File: config.mk
export PLATFORM = sky130hd
export DESIGN_NAME = asr_ctrl
export DESIGN_NICKNAME = d
export VERILOG_FILES = /design/src/design/asr_pkg.sv /design/src/design/asr_ctrl.sv
export VERILOG_INCLUDE_DIRS = /design/src /design/src/design
export SDC_FILE = /design/constraint.sdc
export NUM_CORES = 1
export LEC_CHECK = 0
export BUFFER_PORTS_ARGS = -buffer_cell sky130_fd_sc_hd__buf_2
export CAP_MARGIN = 20
export CORE_MARGIN = 5
export CORE_UTILIZATION = 44
export DETAILED_ROUTE_END_ITERATION = 8
export PLACE_DENSITY = 0.74
export SKIP_LAST_GASP = 1
export SLEW_MARGIN = 40
export SYNTH_ARGS = -nofsm -noshare
export SYNTH_HDL_FRONTEND = slang
export SYNTH_SLANG_ARGS = --single-unit
File: constraint.sdc
create_clock -name sys_clk -period 1.7 [get_ports sys_clk]
set_clock_uncertainty 0.15 [all_clocks]
set_input_delay 0.255 -clock sys_clk [delete_from_list [all_inputs] [get_ports sys_clk]]
set_output_delay 0.255 -clock sys_clk [all_outputs]
set_load 0.05 [all_outputs]
File: src/design/asr_defs.svh
// timing constants for the asynchronous static memory controller
`ifndef ASR_DEFS_SVH
`define ASR_DEFS_SVH
`define ASR_CLK_PERIOD_NS              20
`define ASR_READ_CYCLE_MIN_NS          55
`define ASR_ADDRESS_ACCESS_TIME_NS     55
`define ASR_SELECT_ACCESS_TIME_NS      55
`define ASR_OE_ACCESS_TIME_NS          25
`define ASR_READ_DATA_HOLD_NS          10
`define ASR_WRITE_CYCLE_MIN_NS         55
`define ASR_ADDRESS_TO_WRITE_END_NS    40
`define ASR_WRITE_STROBE_LOW_WIDTH_NS  40
`define ASR_DATA_BEFORE_WRITE_END_NS   25
`define ASR_DATA_AFTER_WRITE_END_NS    0
`define ASR_RETENTION_RECOVERY_NS      55
`define ASR_CYC_UP(ns) (((ns) + `ASR_CLK_PERIOD_NS - 1) / `ASR_CLK_PERIOD_NS)
`define ASR_READ_CYC   `ASR_CYC_UP(`ASR_READ_CYCLE_MIN_NS)
`define ASR_WRITE_CYC  `ASR_CYC_UP(`ASR_WRITE_STROBE_LOW_WIDTH_NS)
`define ASR_RECOVER_CYC `ASR_CYC_UP(`ASR_RETENTION_RECOVERY_NS)
`endif

File: src/design/asr_pkg.sv
// types for the asynchronous static memory controller
package asr_pkg;
  typedef enum logic [5:0] {
    ST_IDLE    = 6'h01,
    ST_READ    = 6'h02,
    ST_WRITE   = 6'h04,
    ST_WEND    = 6'h08,
    ST_RETAIN  = 6'h10,
    ST_RECOVER = 6'h20
  } asr_state_t;
endpackage

File: src/design/asr_ctrl.sv
// host-side controller driving an asynchronous 512k x 8 static memory
`timescale 1ns/1ps
`include "asr_defs.svh"
//////////////////////////////////////////////////////////////////////////////
// Behaviour
// [RQ1] write only while select and strobe low
// [RQ2] device commits during strobe and select overlap
// [RQ3] data set 25 ns before write end
// [RQ4] read: strobe high, select and enable low
// [RQ5] device floats lines when enable high
// [RQ6] device floats when select and strobe rise
// [RQ7] never drive lines during a read
// [RQ8] read data valid 55 ns after address
// [RQ9] old data held 10 ns after address
// [RQ10] read data valid 55 ns after select
// [RQ11] read data valid 25 ns after enable
// [RQ12] address, strobe, select low 40 ns
// [RQ13] zero address setup and hold allowed
// [RQ14] select high before and during retention
// [RQ15] wait 55 ns after supply returns
// [RQ16] device standby when select high
// [RQ17] round every minimum up to cycles
module asr_ctrl #(
  parameter int ADDR_W = 19,
  parameter int DATA_W = 8
) (
  input  wire logic              sys_clk,
  input  wire logic              srst,
  input  wire logic              reqValid,
  input  wire logic              reqWrite,
  input  wire logic [ADDR_W-1:0] reqAddr,
  input  wire logic [DATA_W-1:0] reqWdata,
  output logic                   reqReady,
  output logic                   rspValid,
  output logic [DATA_W-1:0]      rspRdata,
  input  wire logic              retainReq,
  output logic                   retainOk,
  output logic [ADDR_W-1:0]      memAddr,
  output logic                   memSelectN,
  output logic                   memWriteN,
  output logic                   memOutEnN,
  input  wire logic [DATA_W-1:0] memDataIn,
  output logic [DATA_W-1:0]      memDataOut,
  output logic                   memDataOe
);
  localparam int CW = 4;
  localparam logic [CW-1:0] RD_CYC  = CW'(`ASR_READ_CYC);
  localparam logic [CW-1:0] WR_CYC  = CW'(`ASR_WRITE_CYC);
  localparam logic [CW-1:0] REC_CYC = CW'(`ASR_RECOVER_CYC);

  // pin map and counters are sized for this one organisation only
  if (ADDR_W != 19 || DATA_W != 8) begin : g_bad_width
    $error("asr_ctrl serves only 19 address and 8 data bits");
  end

  //////////////////////////////////////////////////////////////////////////////
  // two-flop sync on the data pins and retention request
  logic [DATA_W-1:0] dSync1, dSync2;
  logic              rSync1, rSync2;
  always_ff @(posedge sys_clk) begin
    dSync1 <= memDataIn;
    dSync2 <= dSync1;
    rSync1 <= retainReq;
    rSync2 <= rSync1;
  end

  //////////////////////////////////////////////////////////////////////////////
  asr_pkg::asr_state_t state, next_state;
  logic [CW-1:0]       cnt, next_cnt;
  logic [ADDR_W-1:0]   next_memAddr;
  logic                next_memSelectN, next_memWriteN, next_memOutEnN, next_memDataOe;
  logic [DATA_W-1:0]   next_memDataOut, next_rspRdata;
  logic                next_reqReady, next_rspValid, next_retainOk;

  always_comb begin
    next_state      = state;
    next_cnt        = cnt;
    next_memAddr    = memAddr;
    next_memSelectN = memSelectN;
    next_memWriteN  = memWriteN;
    next_memOutEnN  = memOutEnN;
    next_memDataOe  = memDataOe;
    next_memDataOut = memDataOut;
    next_rspRdata   = rspRdata;
    next_rspValid   = 1'b0;
    next_reqReady   = 1'b0;
    next_retainOk   = 1'b0;
    case (state)
      asr_pkg::ST_IDLE: begin
        next_memSelectN = 1'b1; // [RQ16]
        next_memWriteN  = 1'b1;
        next_memOutEnN  = 1'b1;
        next_memDataOe  = 1'b0;
        if (rSync2) begin
          next_state    = asr_pkg::ST_RETAIN; // [RQ14]
          next_retainOk = 1'b1;
        end else if (reqValid && reqReady) begin
          next_memAddr    = reqAddr; // [RQ13]
          next_memSelectN = 1'b0;
          next_cnt        = '0;
          if (reqWrite) begin
            next_memWriteN  = 1'b0; // [RQ1]
            next_memDataOut = reqWdata;
            next_memDataOe  = 1'b1; // [RQ3]
            next_state      = asr_pkg::ST_WRITE;
          end else begin
            next_memOutEnN = 1'b0; // [RQ4]
            next_state     = asr_pkg::ST_READ;
          end
        end else begin
          next_reqReady = 1'b1;
        end
      end
      asr_pkg::ST_READ: begin
        next_cnt = cnt + 1'b1;
        // two sync flops add latency, so sample after the access plus two
        if (cnt == RD_CYC + CW'(2)) begin // [RQ8] [RQ10] [RQ11] [RQ17]
          next_rspRdata   = dSync2;
          next_rspValid   = 1'b1;
          next_memSelectN = 1'b1;
          next_memOutEnN  = 1'b1;
          next_state      = asr_pkg::ST_IDLE;
        end
      end
      asr_pkg::ST_WRITE: begin
        next_cnt = cnt + 1'b1;
        if (cnt == WR_CYC - CW'(1)) begin // [RQ12] [RQ17]
          next_memWriteN  = 1'b1; // [RQ1]
          next_memSelectN = 1'b1;
          next_state      = asr_pkg::ST_WEND;
        end
      end
      asr_pkg::ST_WEND: begin
        // data held one cycle past the strobe edge for margin
        next_memDataOe = 1'b0;
        next_state     = asr_pkg::ST_IDLE;
      end
      asr_pkg::ST_RETAIN: begin
        next_retainOk = 1'b1;
        if (!rSync2) begin
          next_retainOk = 1'b0;
          next_cnt      = '0;
          next_state    = asr_pkg::ST_RECOVER;
        end
      end
      asr_pkg::ST_RECOVER: begin
        next_cnt = cnt + 1'b1;
        if (cnt == REC_CYC - CW'(1)) begin // [RQ15]
          next_state = asr_pkg::ST_IDLE;
        end
      end
      default: next_state = asr_pkg::ST_IDLE;
    endcase
  end

  always_ff @(posedge sys_clk) begin
    if (srst) begin
      state      <= asr_pkg::ST_IDLE;
      cnt        <= '0;
      memAddr    <= '0;
      memSelectN <= 1'b1;
      memWriteN  <= 1'b1;
      memOutEnN  <= 1'b1;
      memDataOe  <= 1'b0;
      memDataOut <= '0;
      rspRdata   <= '0;
      rspValid   <= 1'b0;
      reqReady   <= 1'b0;
      retainOk   <= 1'b0;
    end else begin
      state      <= next_state;
      cnt        <= next_cnt;
      memAddr    <= next_memAddr;
      memSelectN <= next_memSelectN;
      memWriteN  <= next_memWriteN;
      memOutEnN  <= next_memOutEnN;
      memDataOe  <= next_memDataOe;
      memDataOut <= next_memDataOut;
      rspRdata   <= next_rspRdata;
      rspValid   <= next_rspValid;
      reqReady   <= next_reqReady;
      retainOk   <= next_retainOk;
    end
  end

  //////////////////////////////////////////////////////////////////////////////
  // checks
  property p_no_drive_in_read;
    @(posedge sys_clk) disable iff (srst) !memOutEnN |-> !memDataOe;
  endproperty
  a_no_drive_in_read: assert property (p_no_drive_in_read) else $error("data driven during read"); // [RQ7]

  property p_write_overlap;
    @(posedge sys_clk) disable iff (srst) !memWriteN |-> !memSelectN && memDataOe;
  endproperty
  a_write_overlap: assert property (p_write_overlap) else $error("strobe low without select or data"); // [RQ1]

  property p_strobe_width;
    @(posedge sys_clk) disable iff (srst) $fell(memWriteN) |-> !memWriteN [*2];
  endproperty
  a_strobe_width: assert property (p_strobe_width) else $error("write strobe too short"); // [RQ12]

  property p_data_setup;
    @(posedge sys_clk) disable iff (srst) $rose(memWriteN) |-> memDataOe && $past(memDataOe, 2);
  endproperty
  a_data_setup: assert property (p_data_setup) else $error("write data setup short"); // [RQ3]

  property p_data_hold;
    @(posedge sys_clk) disable iff (srst) $rose(memWriteN) |-> memDataOe && $stable(memDataOut);
  endproperty
  a_data_hold: assert property (p_data_hold) else $error("write data not held"); // [RQ3]

  property p_read_time;
    @(posedge sys_clk) disable iff (srst) $fell(memOutEnN) |-> !memOutEnN [*6] ##1 (rspValid && memOutEnN);
  endproperty
  a_read_time: assert property (p_read_time) else $error("read window wrong"); // [RQ8]

  property p_addr_stable;
    @(posedge sys_clk) disable iff (srst) !memSelectN && !$fell(memSelectN) |-> $stable(memAddr);
  endproperty
  a_addr_stable: assert property (p_addr_stable) else $error("address moved while selected"); // [RQ12]

  property p_retain_deselect;
    @(posedge sys_clk) disable iff (srst) retainOk |-> memSelectN && memWriteN;
  endproperty
  a_retain_deselect: assert property (p_retain_deselect) else $error("selected during retention"); // [RQ14]

  property p_recover;
    @(posedge sys_clk) disable iff (srst) $fell(retainOk) |-> memSelectN [*3];
  endproperty
  a_recover: assert property (p_recover) else $error("access too soon after retention"); // [RQ15]
endmodule

Word level (Yosys, flattened, before mapping)
Cells that the tools add are included.

cells by class
  $add $sub $neg = 1
  equal/unequal tests = 16
  mux-type cells = 30
  bitwise logic cells = 4
  reduce and logical (&&, ||, !) cells = 19

operators with widths
  kind                   number
  $mux W6                6
  $pmux W6 S5            1
  $mux W1                14
  $mux W4                3
  $ne A2 B2 Y1 const B   6
  $pmux W4 S3            1
  $reduce_and A4 Y1      2
  $eq A6 B1 Y1 const B   1
  $eq A6 B2 Y1 const B   1
  $eq A6 B3 Y1 const B   1
  $eq A6 B4 Y1 const B   1
  $eq A6 B5 Y1 const B   1
  $eq A6 B6 Y1 const B   1
  $pmux W1 S2            3
  $reduce_and A2 Y1      3
  $reduce_and A3 Y1      2
  $reduce_bool A2 Y1     3
  $reduce_bool A3 Y1     2
  $reduce_or A2 Y1       3
  $reduce_or A3 Y1       2
  $reduce_and A5 Y1      1
  $add A4 B1 Y4 const B  1
  $eq A4 B1 Y1 const B   1
  $eq A4 B2 Y1 const B   1
  other kinds (6)        9

word-level totals
  register bits = 70
  input port bits = 40
  output and inout port bits = 42

Longest topological paths before layout
Gate-level depths: netlist of the first run.

  depth after elaboration = 4
  gate-level depth with buffers = 7

Worst setup path before layout of the first run
Ideal clock, no wire load.

  kind = register -> register
  from = register reqReady
  to = register memAddr[0]
  setup time = 0.132 ns
  data arrival time = 1.662 ns
  data required time = 1.418 ns
  setup slack = -0.244 ns
  cell stages (with the launch flop) = 7
  buffers on the path = 1
  clock period less this slack = 1.944 ns
  path through = dfxtp_1 > nand2_1 > nor2_1 > nand2_1 > clkbuf_1 > nand2_1 > a21oi_1

between the ends
  longest elaborated chain between the ends = 2

RTL lines
  element                      line             source
  start: declaration           asr_ctrl.sv:33   output logic reqReady,
  start signal: assignment     asr_ctrl.sv:181  reqReady <= next_reqReady;
  $logic_and A1 B1 Y1          asr_ctrl.sv:97   end else if (reqValid && reqReady) begin
  $reduce_and A3 Y1 (no line)  --
  end signal: assignment       asr_ctrl.sv:173  memAddr <= next_memAddr;
  end: declaration             asr_ctrl.sv:38   output logic [ADDR_W-1:0] memAddr,

No other way between the ends.
A chain may end at the register's enable or synchronous reset.

Final worst setup path of the first run
  from = register state[1]
  to = register state[5]

between the ends
  longest elaborated chain between the ends = 3

RTL lines
  element                                                 line             source
  start: declaration                                      asr_ctrl.sv:68   asr_pkg::asr_state_t state, next_state;
  start signal: assignment                                asr_ctrl.sv:158  state <= asr_pkg::ST_IDLE;
  start signal: assignment                                asr_ctrl.sv:171  state <= next_state;
  $eq A6 B1 Y1 (tied with other cells)                    asr_ctrl.sv:88   case (state)
  $ne A3 B3 Y1 (no line) or $ne A2 B2 Y1 (tied branches)  --
  $reduce_and A5 Y1 (no line)                             --

Parallel ways exist; a longest one is shown, timed or not.

==> results of run 1 <==
[sequential cells by signal (all words and copies together) (netlist names)]
| name | flops |
|---|---|
| memOutEnN | 1 |
| memDataOe | 1 |
| memSelectN | 1 |
| rSync2 | 1 |
| dSync2 | 8 |
| retainOk | 1 |
| rspValid | 1 |
| reqReady | 1 |
| dSync1 | 8 |
| rspRdata | 8 |
| memAddr | 19 |
| rSync1 | 1 |
| state | 6 |
| cnt | 4 |
| memWriteN | 1 |
| memDataOut | 8 |
[power by group]
part	switching [uW]	internal [uW]
clock network	554	705
registers	46.3	1720
logic	489	433
total	1090	2860
[what timing repair did]
item | in CTS | in global routing
hold endpoints to repair | 12 | 0
resized for setup | 20 | 22
gates cloned | 1 | 0
hold buffers | 12 | 0
endpoints found under the setup margin | 44 | 47
pin swaps | 10 | 15
buffers inserted | 9 | 1
[critical path: cells and delay by family (launching register included)]
kind | cells | cell delay, ps
buffers and inverters | 3 | 390
DFF | 1 | 370
AOI/OAI and AO/OA | 2 | 360
and+or+nand+nor | 2 | 360
xor gates and xnor gates | 1 | 130
[metrics by stage]
stage	instance area [um2]	instances	TNS [ps]	hold WS [ps]	worst slack, ps
after detailed placement	3157	431	-1213	162.1	-87.48
after CTS	3637	468	-458.8	1.370	-61.01
after global placement	3157	431	-307.1	159.7	-77.10
after global routing	3716	468	-4771	0.9494	-190.1
final	3716	468	-611.7	19.11	-123.5
after floorplan	2492	259	0	132.7	2.757
[kinds of logic after synthesis]
family / share of synthesized area (%)
flops: 56.82
buf+inv: 3.551
compound gates: 11.52
mux: 3.704
simple gates: 21.82
fa+ha+maj: 1.522
xor+xnor: 1.066
[worst min-delay path by stage]
stage                       startpoint          end  slack [ps]
after floorplan           memDataIn[0]    dSync1[0]         130
after global placement       dSync1[1]    dSync2[1]         160
after detailed placement     dSync1[1]    dSync2[1]         160
after CTS                   reqAddr[7]   memAddr[7]           1
after global routing       reqAddr[18]  memAddr[18]         0.9
final                       reqAddr[7]   memAddr[7]          20
[layout make-up]
cell class	count	area [um2]	area share, %
multi-input combinational	172	1119	30.10
clock buffer	11	141.4	3.805
timing repair buffer	134	884.6	23.80
tap	72	90.09	2.424
sequential	70	1415	38.08
inverter	5	18.77	0.5051
clock inverter	4	47.55	1.279
[routing by layer]
layer	vias up	part of all wire [%]
li1	1144	-
met1	984	48
met2	80	43
met3	10	7.6
met4	0	1.4
met5	-	0
[Yosys cell counts]
master,number
nor2_1,14
nand2_1,59
or4_4,1
nand2_2,1
nor3_1,3
buf_4,2
and2_4,1
nor3b_1,3
nor2b_1,2
nor3_4,1
a22o_1,1
and4bb_1,1
o31ai_1,1
inv_1,5
o211ai_1,3
mux2i_1,8
a211oi_1,3
o21ai_0,4
a21oi_2,1
mux2_1,1
nand2b_1,5
nand4_1,3
xnor2_1,1
xor2_1,2
a311oi_1,1
nand3b_1,2
buf_6,2
o21bai_1,1
nor4_1,4
ha_1,3
a211o_1,1
clkbuf_1,6
nor4_4,1
o2bb2ai_1,1
nand4b_1,1
or2_2,1
and4b_1,1
nand3_1,2
buf_2,1
a21oi_1,32
dfxtp_1,70
buf_1,1
and3_1,2
==> run_results.csv, run 1 <==
group,metric,value,unit
synthesis,synth_cell_types,43,
global_route,grt_first_pass_wirelength,9873,um
timing,fmax,0.5484,GHz
global_route,met3_usage,5.340,%
finish,final_cell_mix,"81 x buf_2, 63 x dfxtp_1, 58 x nand2_1",
cts,cts_buffers,9,
timing,worst_pin_slew,366.5,ps
finish,area_growth,50.68,%
setup_path,cp_max_fo,4,
synthesis,syn-cell-area,0.002466,mm2
timing,setup_slack,-123.5,ps
finish,utilization,67.90,%
setup_path,cp_cell_sequence,"buf_6 > buf_4 > xor2_2 > o211ai_1 > and4b_1 > buf_4 > nand2b_1 > a21oi_2",
drt,post-route-drc-count,0,
finish,diodes,0,
synthesis,synth_largest_area_cell,"dfxtp_1",
timing,period_needed,1823,ps
floorplanning,dieWidth,84.87,um
finish,fill_cells,442,
global_route,grtUsageMet2,24.20,%
drt,ant_nets,0,
setup_path,rr_worst_depth,8,
synthesis,synth_area_per_cell,9.522,um2
finish,final_nets,435,
synthesis,syn_nets,302,
synthesis,synth_seq_cells,70,
synthesis,netlist.area_leader.share,56.82,%
global_route,overflow,0,
pwr,ir_drop,0.0007505,V
setup_path,rr_startpoint,"state[1]",
synthesis,ys_seq_area_share,56.82,%
status,violations,"negative setup slack",
cts,cts.reportedPaths.clkPinSlew,70,ps
setup_path,slowest_stage,"dfxtp_4",
min_path,hold_class,"input port to register",
setup_path,worstPathRequired,1810,ps
drt,vias,2218,
global_route,grt_max_degree,26,
cts,clockBufferDepth,2,
timing,slew_headroom,75.48,%
setup_path,arrival,1930,ps
place,hpwlAfterDp,4208,um
place,io_buffer_count,81,
pwr,finalPower,3951,uW
global_route,use_met1,23.27,%
global_route,grt_usage,16.79,%
global_route,grt_pass1_vias,2184,
setup_path,max_stage_delay,370,ps
floorplanning,die_h,84.87,um
pwr,leakage,0.001628,uW
global_route,grt-busiest-layer,"met2",
floorplanning,initial_core_util,45.06,%
cts,cts_sinks,70,
drt,wirelength,6038,um
setup_path,reg2reg_slack,-120,ps
floorplanning,row_count,27,
synthesis,synth_cells,259,
timing,finalCritPeriodShare,107.3,%
setup_path,cp-end-kind,"register",
timing,finalSetupViolCount,16,
drt,initialDrtViolationCount,95,
floorplanning,die_area,0.007202,mm2
synthesis,synthTopCellsByArea,"dfxtp_1 57%, nand2_1 9.0%, a21oi_1 6.5%",
job,drv_cap,0,
setup_path,cp-endpoint,"state[5]",
setup_path,critical_path.startpoint,"state[1]",
synthesis,yosysWarnings,0,
cts,cts_tree,"yes",
setup_path,cp-start-kind,"register",
timing,hold_viol,0,
setup_path,path_common_cell,"buf_4",
finish,final_common_cell,"buf_2",
floorplanning,io_pins,82,
drt,wl_per_cell,12.90,um
cts,root_buffer,"clkbuf_8",
cts,clock_latency,320,ps
place,globalplace.congestion,0.9579,
drt,first_pass_iters,4,
finish,drive_gt1_share,44.70,%
min_path,hold_depth,3,
pwr,p_per_area,1063,mW/mm2
timing,drv_slew,0,
setup_path,crit_type,"register to register",
floorplanning,core_area,0.005473,mm2
global_route,antenna_found_initial,0,
timing,rsz0062_at_grt,"yes",
drt,vias_per_cell,4.739,
setup_path,reg2reg_to,"state[5]",
cts,htreeDepth,3,
status,status,"complete, but fails checks",
Note: power is estimated with default switching activity, not from simulation.
==> run 2, diff against run 1 <==
--- a/config.mk
+++ b/config.mk
@@ -8,10 +8,12 @@
 export LEC_CHECK = 0
 export BUFFER_PORTS_ARGS = -buffer_cell sky130_fd_sc_hd__buf_2
 export CAP_MARGIN = 20
+export CELL_PAD_IN_SITES_DETAIL_PLACEMENT = 0
+export CELL_PAD_IN_SITES_GLOBAL_PLACEMENT = 1
 export CORE_MARGIN = 5
-export CORE_UTILIZATION = 44
+export CORE_UTILIZATION = 33
 export DETAILED_ROUTE_END_ITERATION = 8
-export PLACE_DENSITY = 0.74
+export PLACE_DENSITY_LB_ADDON = 0.1
 export SKIP_LAST_GASP = 1
 export SLEW_MARGIN = 40
 export SYNTH_ARGS = -nofsm -noshare
==> run 2 against run 1 <==
Compared with the run above:
- the run still ends with negative setup slack left
- register-to-register slack lost 50 ps
- sequential cell count is the same
- critical path depth shrank 2
- sequential share of layout area shrank 3.7 points
- critical endpoint is now state[1]
- highest routed layer unchanged
==> run_results.csv, run 2 (same netlist as run 1, synthesis figures left out) <==
group,metric,value,unit
drt,initialDrtViolationCount,96,
floorplanning,die_area,0.009302,mm2
finish,ff_latch_area,0.001416,mm2
finish,area_growth,66.97,%
finish,final_nets,460,
timing,drv_slew,0,
status,violations,"negative setup slack",
pwr,p_switching,1281,uW
setup_path,reg2reg_slack,-180,ps
min_path,holdPathEnd,"memDataOut[1]",
global_route,grt_usage,14.82,%
cts,cts_tree,"yes",
floorplanning,die_h,96.45,um
pwr,ir_drop,0.0005847,V
pwr,p_int,2783,uW
finish,largest_register_ffs,19,
drt,wl_per_cell,13.51,um
global_route,grt_max_degree,46,
place,placed_area,0.003203,mm2
setup_path,reg2reg_to,"state[1]",
timing,fmax,0.5332,GHz
timing,worst_pin_slew,334.2,ps
cts,clock_latency,340,ps
setup_path,arrival,1960,ps
floorplanning,row_count,31,
finish,fin_area,0.004118,mm2
finish,diodes,0,
setup_path,max_stage_delay,360,ps
pwr,p_clk_share,30.9,%
finish,fill_cells,676,
setup_path,cp-start-kind,"register",
finish,final_common_cell,"buf_2",
setup_path,cp-end-kind,"register",
timing,finalSetupViolCount,46,
global_route,overflow,0,
timing,finalCritPeriodShare,110.3,%
cts,cts_buffers,9,
place,dpl.cell_count,458,
pwr,p_per_area,986.9,mW/mm2
cts,cts_sinks,70,
timing,slew_headroom,77.69,%
min_path,hold_depth,3,
setup_path,cp_max_fo,4,
drt,wirelength,7041,um
floorplanning,core_area,0.007253,mm2
pwr,swShare,31.53,%
cts,clockBufferDepth,2,
pwr,combPwrFrac,25.2,%
setup_path,rr_worst_depth,6,
drt,post-route-drc-count,0,
min_path,min-delay-start,"reqWdata[1]",
job,drv_cap,0,
drt,vias,2367,
timing,setup_tns,-4129,ps
floorplanning,io_pins,82,
min_path,hold_class,"input port to register",
setup_path,cp_cell_sequence,"nor4_4 > buf_4 > nand4_1 > and4b_2 > nand2b_1 > and3_1",
finish,final_cell_mix,"81 x buf_2, 62 x dfxtp_1, 39 x nand2_1",
timing,setup_slack,-175.6,ps
floorplanning,dieWidth,96.45,um
timing,rsz0062_at_grt,"yes",
drt,first_pass_iters,4,
timing,period_needed,1876,ps
setup_path,rr_startpoint,"state[2]",
setup_path,worstPathRequired,1780,ps
pwr,p_seq_share,44.0,%
global_route,grt_first_pass_wirelength,10800,um
place,globalplace.congestion,0.8351,
finish,drive_gt1_share,47.63,%
pwr,leakage,0.001764,uW
cts,htreeDepth,3,
cts,root_buffer,"clkbuf_8",
setup_path,crit_type,"register to register",
cts,cts.reportedPaths.clkPinSlew,90,ps
setup_path,slowest_stage,"dfxtp_4",
global_route,antenna_found_initial,0,
place,dp_slack,-136.8,ps
status,status,"complete, but fails checks",
floorplanning,initial_core_util,34.00,%
place,io_buffer_count,81,
finish,multi_input_area,0.001200,mm2
place,hpwlAfterDp,4494,um
timing,hold_viol,0,
setup_path,critical_path.startpoint,"state[2]",
global_route,grt_pass1_vias,2379,
drt,vias_per_cell,4.543,
finish,top_register,"memAddr",
finish,final-instance-count-excl-fill,521,
drt,ant_nets,0,
[run 2: cell count changes in the layout (fill, tap and decap cells not counted), moves of 2 or more]
cell | before | now
clkbuf_16 | 0 | 2
nand2_2 | 2 | 14
nand2_1 | 58 | 39
buf_4 | 34 | 29
a21oi_2 | 13 | 9
a21oi_1 | 20 | 23
buf_6 | 5 | 12
clkinv_2 | 2 | 0
nand2_4 | 0 | 6
inv_6 | 0 | 4
dlygate4sd3_1 | 12 | 31
[run 2: metal layers]
layer	share of wire (%)	vias up	GRT usage [%]
met5	0	-	0
met4	1.8	0	6.192
met3	6.9	14	3.718
met2	48	84	24.02
met1	44	1068	18.76
li1	-	1201	-
[run 2: through the flow]
step | hold WS [ps] | power [uW] | utilization (%)
floorplan | 132.7 | 2243 | -
global placement | 159.9 | 2544 | 44.16
detailed placement | 162.8 | 2540 | 44.16
CTS | 2.032 | 3975 | 52.37
global route | 12.66 | 4283 | 56.77
finish | 20.33 | 4064 | 56.77
[run 2: repair_timing]
action	4_1_cts	5_1_grt
buffers inserted	4	6
cloned	3	4
endpoints found under the setup margin	46	47
endpoints found under the hold margin	30	1
hold buffers	30	1
pin swaps	2	32
gates resized for setup	23	52
[run 2: power by group through the flow]
stage                     registers [uW]  clock network (uW)  logic [uW]
after global placement              1810                   0         732
after detailed placement            1820                   0         724
final                               1790                1250        1020
after floorplan                     1930                   0         309
after global routing                1800                1390        1100
after CTS                           1780                1310         886
[run 2: worst max-delay path by stage]
stage,to,slack (ps),cells past startpoint
after floorplan,state[1],3,5
after global placement,state[1],-120,6
after detailed placement,rspRdata[5],-140,6
after CTS,rspRdata[2],-100,6
after global routing,state[1],-230,6
final,state[1],-180,6
[run 2: area by class of cell]
type	count	share of cell area [%]
clock buffer	9	3.008
clock inverter	7	1.489
inverter	5	0.4558
multi-input combinational	173	29.14
sequential	70	34.40
tap	99	3.008
timing repair buffer	158	28.50
[run 2: worst max-delay path: cells and delay by family, from the launching register on]
kind,cells,cell delay (ps)
AND/OR/NAND/NOR,5,1080
buffers and inverters,1,170
flip-flops,1,360
==> run 3, diff against run 2 <==
--- a/config.mk
+++ b/config.mk
@@ -12,7 +12,9 @@
 export CELL_PAD_IN_SITES_GLOBAL_PLACEMENT = 1
 export CORE_MARGIN = 5
 export CORE_UTILIZATION = 33
+export CTS_CLUSTER_DIAMETER = 80
 export DETAILED_ROUTE_END_ITERATION = 8
+export HOLD_SLACK_MARGIN = 0.05
 export PLACE_DENSITY_LB_ADDON = 0.1
 export SKIP_LAST_GASP = 1
 export SLEW_MARGIN = 40
==> constraint.sdc (replaced) <==
create_clock -name sys_clk -period 1.7 [get_ports sys_clk]
set_clock_uncertainty 0.15 [all_clocks]
set_input_delay 0.085 -clock sys_clk [delete_from_list [all_inputs] [get_ports sys_clk]]
set_output_delay 0.085 -clock sys_clk [all_outputs]
set_load 0.05 [all_outputs]
==> run 3 against run 2 <==
Compared with the run above:
- the run still ends with negative setup slack left
- power is 8.2% higher
- first-iteration DRC count decreased by 28%
- worst setup slack gained 18 ps
- routed wire length about the same
- sequential power hardly changed
- sequential share of layout area down 1.8 points
- clock power up 22%
- die area stayed put
- cell count increased by 1.3%
- count of clock-buffer cells in the layout unchanged
- global-route usage rose by 0.69 points
==> run_results.csv, run 3 (same netlist as run 1, synthesis figures left out) <==
group,metric,value,unit
status,status,"complete, but fails checks",
status,violations,"negative setup slack",
drt,post-route-drc-count,0,
finish,top_register,"memAddr",
timing,setup_slack,-157.1,ps
cts,cts_buffers,9,
floorplanning,row_count,31,
pwr,ir_drop,0.0006809,V
min_path,min-delay-start,"reqValid",
cts,htreeDepth,3,
place,globalplace.congestion,0.8440,
pwr,finalPower,4395,uW
setup_path,crit_type,"register to register",
setup_path,arrival,1950,ps
cts,clockBufferDepth,2,
drt,wl_met1,3024,um
timing,finalSetupViolCount,44,
cts,cts_sinks,70,
finish,final_cell_mix,"81 x buf_2, 63 x dfxtp_1, 38 x dlygate4sd3_1",
setup_path,cp-end-kind,"register",
drt,vias,2353,
drt,vias_per_cell,4.456,
timing,slew_headroom,77.63,%
timing,rsz0062_at_grt,"yes",
setup_path,reg2reg_slack,-160,ps
drt,wirelength,7042,um
floorplanning,core_area,0.007253,mm2
cts,cts.reportedPaths.clkPinSlew,80,ps
drt,top_layer_used,"met4",
place,placed_area,0.003198,mm2
setup_path,cp-start-kind,"register",
global_route,antenna_found_initial,0,
timing,fmax,0.5385,GHz
floorplanning,io_pins,82,
floorplanning,dieWidth,96.45,um
setup_path,rr_worst_depth,6,
drt,wl_per_cell,13.34,um
finish,final_common_cell,"buf_2",
finish,fin_area,0.004337,mm2
timing,drv_slew,0,
floorplanning,die_h,96.45,um
timing,period_needed,1857,ps
drt,ant_nets,0,
pwr,leakage,0.001875,uW
place,dp_slack,-151.7,ps
drt,first_pass_iters,4,
finish,final-instance-count-excl-fill,528,
timing,finalCritPeriodShare,109.2,%
setup_path,reg2reg_to,"state[1]",
setup_path,cp_max_fo,5,
global_route,grt_first_pass_wirelength,11030,um
cts,clock_latency,340,ps
global_route,overflow,0,
finish,diodes,0,
drt,route.met2.wl,3404,um
finish,largest_register_ffs,19,
finish,area_growth,75.85,%
global_route,grt_pass1_vias,2411,
job,drv_cap,0,
setup_path,worstPathRequired,1790,ps
floorplanning,die_area,0.009302,mm2
finish,drive_gt1_share,53.85,%
place,hpwlAfterDp,4491,um
global_route,grt_max_degree,28,
min_path,holdPathEnd,"memOutEnN",
pwr,p_per_area,1013,mW/mm2
place,io_buffer_count,81,
place,dpl.cell_count,459,
drt,routed-wl-met3,458,um
cts,cts_tree,"yes",
cts,root_buffer,"clkbuf_8",
drt,initialDrtViolationCount,69,
min_path,hold_class,"input port to register",
finish,final_nets,467,
global_route,grt_usage,15.50,%
timing,setup_tns,-2669,ps
setup_path,rr_startpoint,"state[2]",
min_path,hold_depth,4,
timing,hold_viol,0,
floorplanning,initial_core_util,34.00,%
timing,worst_pin_slew,334.8,ps
## run 3: cell types whose count changed in the layout (fill, tap and decap cells not counted), sizes merged
cell | previous run | this run
clkinvlp | 2 | 1
clkinv | 0 | 1
dlygate4sd3 | 31 | 38
bufinv | 0 | 2
inv | 10 | 8
buf | 125 | 128
clkbuf | 11 | 9
and3 | 3 | 2
## run 3: how the worst max path moves through the flow
stage,from,endpoint,cells after the start
floorplan,state[4],state[1],5
global placement,state[0],state[1],6
detailed placement,state[4],rspRdata[0],6
CTS,state[5],rspRdata[0],5
global route,state[2],memAddr[7],7
finish,state[2],state[1],6
## run 3: worst max-delay path, cell delays in order, from the launching register on
cell      delay, ps
dfxtp_4         370
nor4_4          340
buf_4           180
nand4_1         140
and4b_2         300
nand2b_4        150
and3_4          140
## run 3: layout make-up
cell class / instances / area, um2
Clock buffer: 9 / 123.9
Clock inverter: 7 / 105.1
Fill cell: 643 / 2917
Inverter: 5 / 18.77
Multi-Input combinational cell: 172 / 1329
Sequential cell: 70 / 1415
Tap cell: 99 / 123.9
Timing Repair Buffer: 166 / 1221
## run 3: report_power, final
group,total (uW),switching [uW],internal (uW)
combinational,1080,541,542
sequential,1790,63.0,1720
clock,1530,678,848
total,4400,1280,3110
## run 3: per-layer routing
| layer | global-route usage [%] | vias to the layer above |
|---|---|---|
| met3 | 4.183 | 16 |
| met5 | 0 | - |
| met1 | 18.37 | 1064 |
| met4 | 8.294 | 0 |
| li1 | - | 1207 |
| met2 | 25.52 | 66 |
## run 3: timing repair
| action | CTS | global route |
|---|---|---|
| cloned | 3 | 0 |
| gates resized for setup | 49 | 67 |
| setup endpoints to repair | 45 | 49 |
| setup buffers | 8 | 4 |
| hold buffers | 38 | 0 |
| pin swaps | 35 | 35 |
| endpoints found under the hold margin | 44 | 0 |
## run 3: metrics by stage
stage | util, % | hold slack (ps)
2_1_floorplan | - | -37.28
3_5_place_dp | 44.09 | 39.06
4_1_cts | 55.67 | 97.01
5_1_grt | 59.79 | 188.7
6_report | 59.79 | 169.4
3_3_place_gp | 44.09 | 37.30
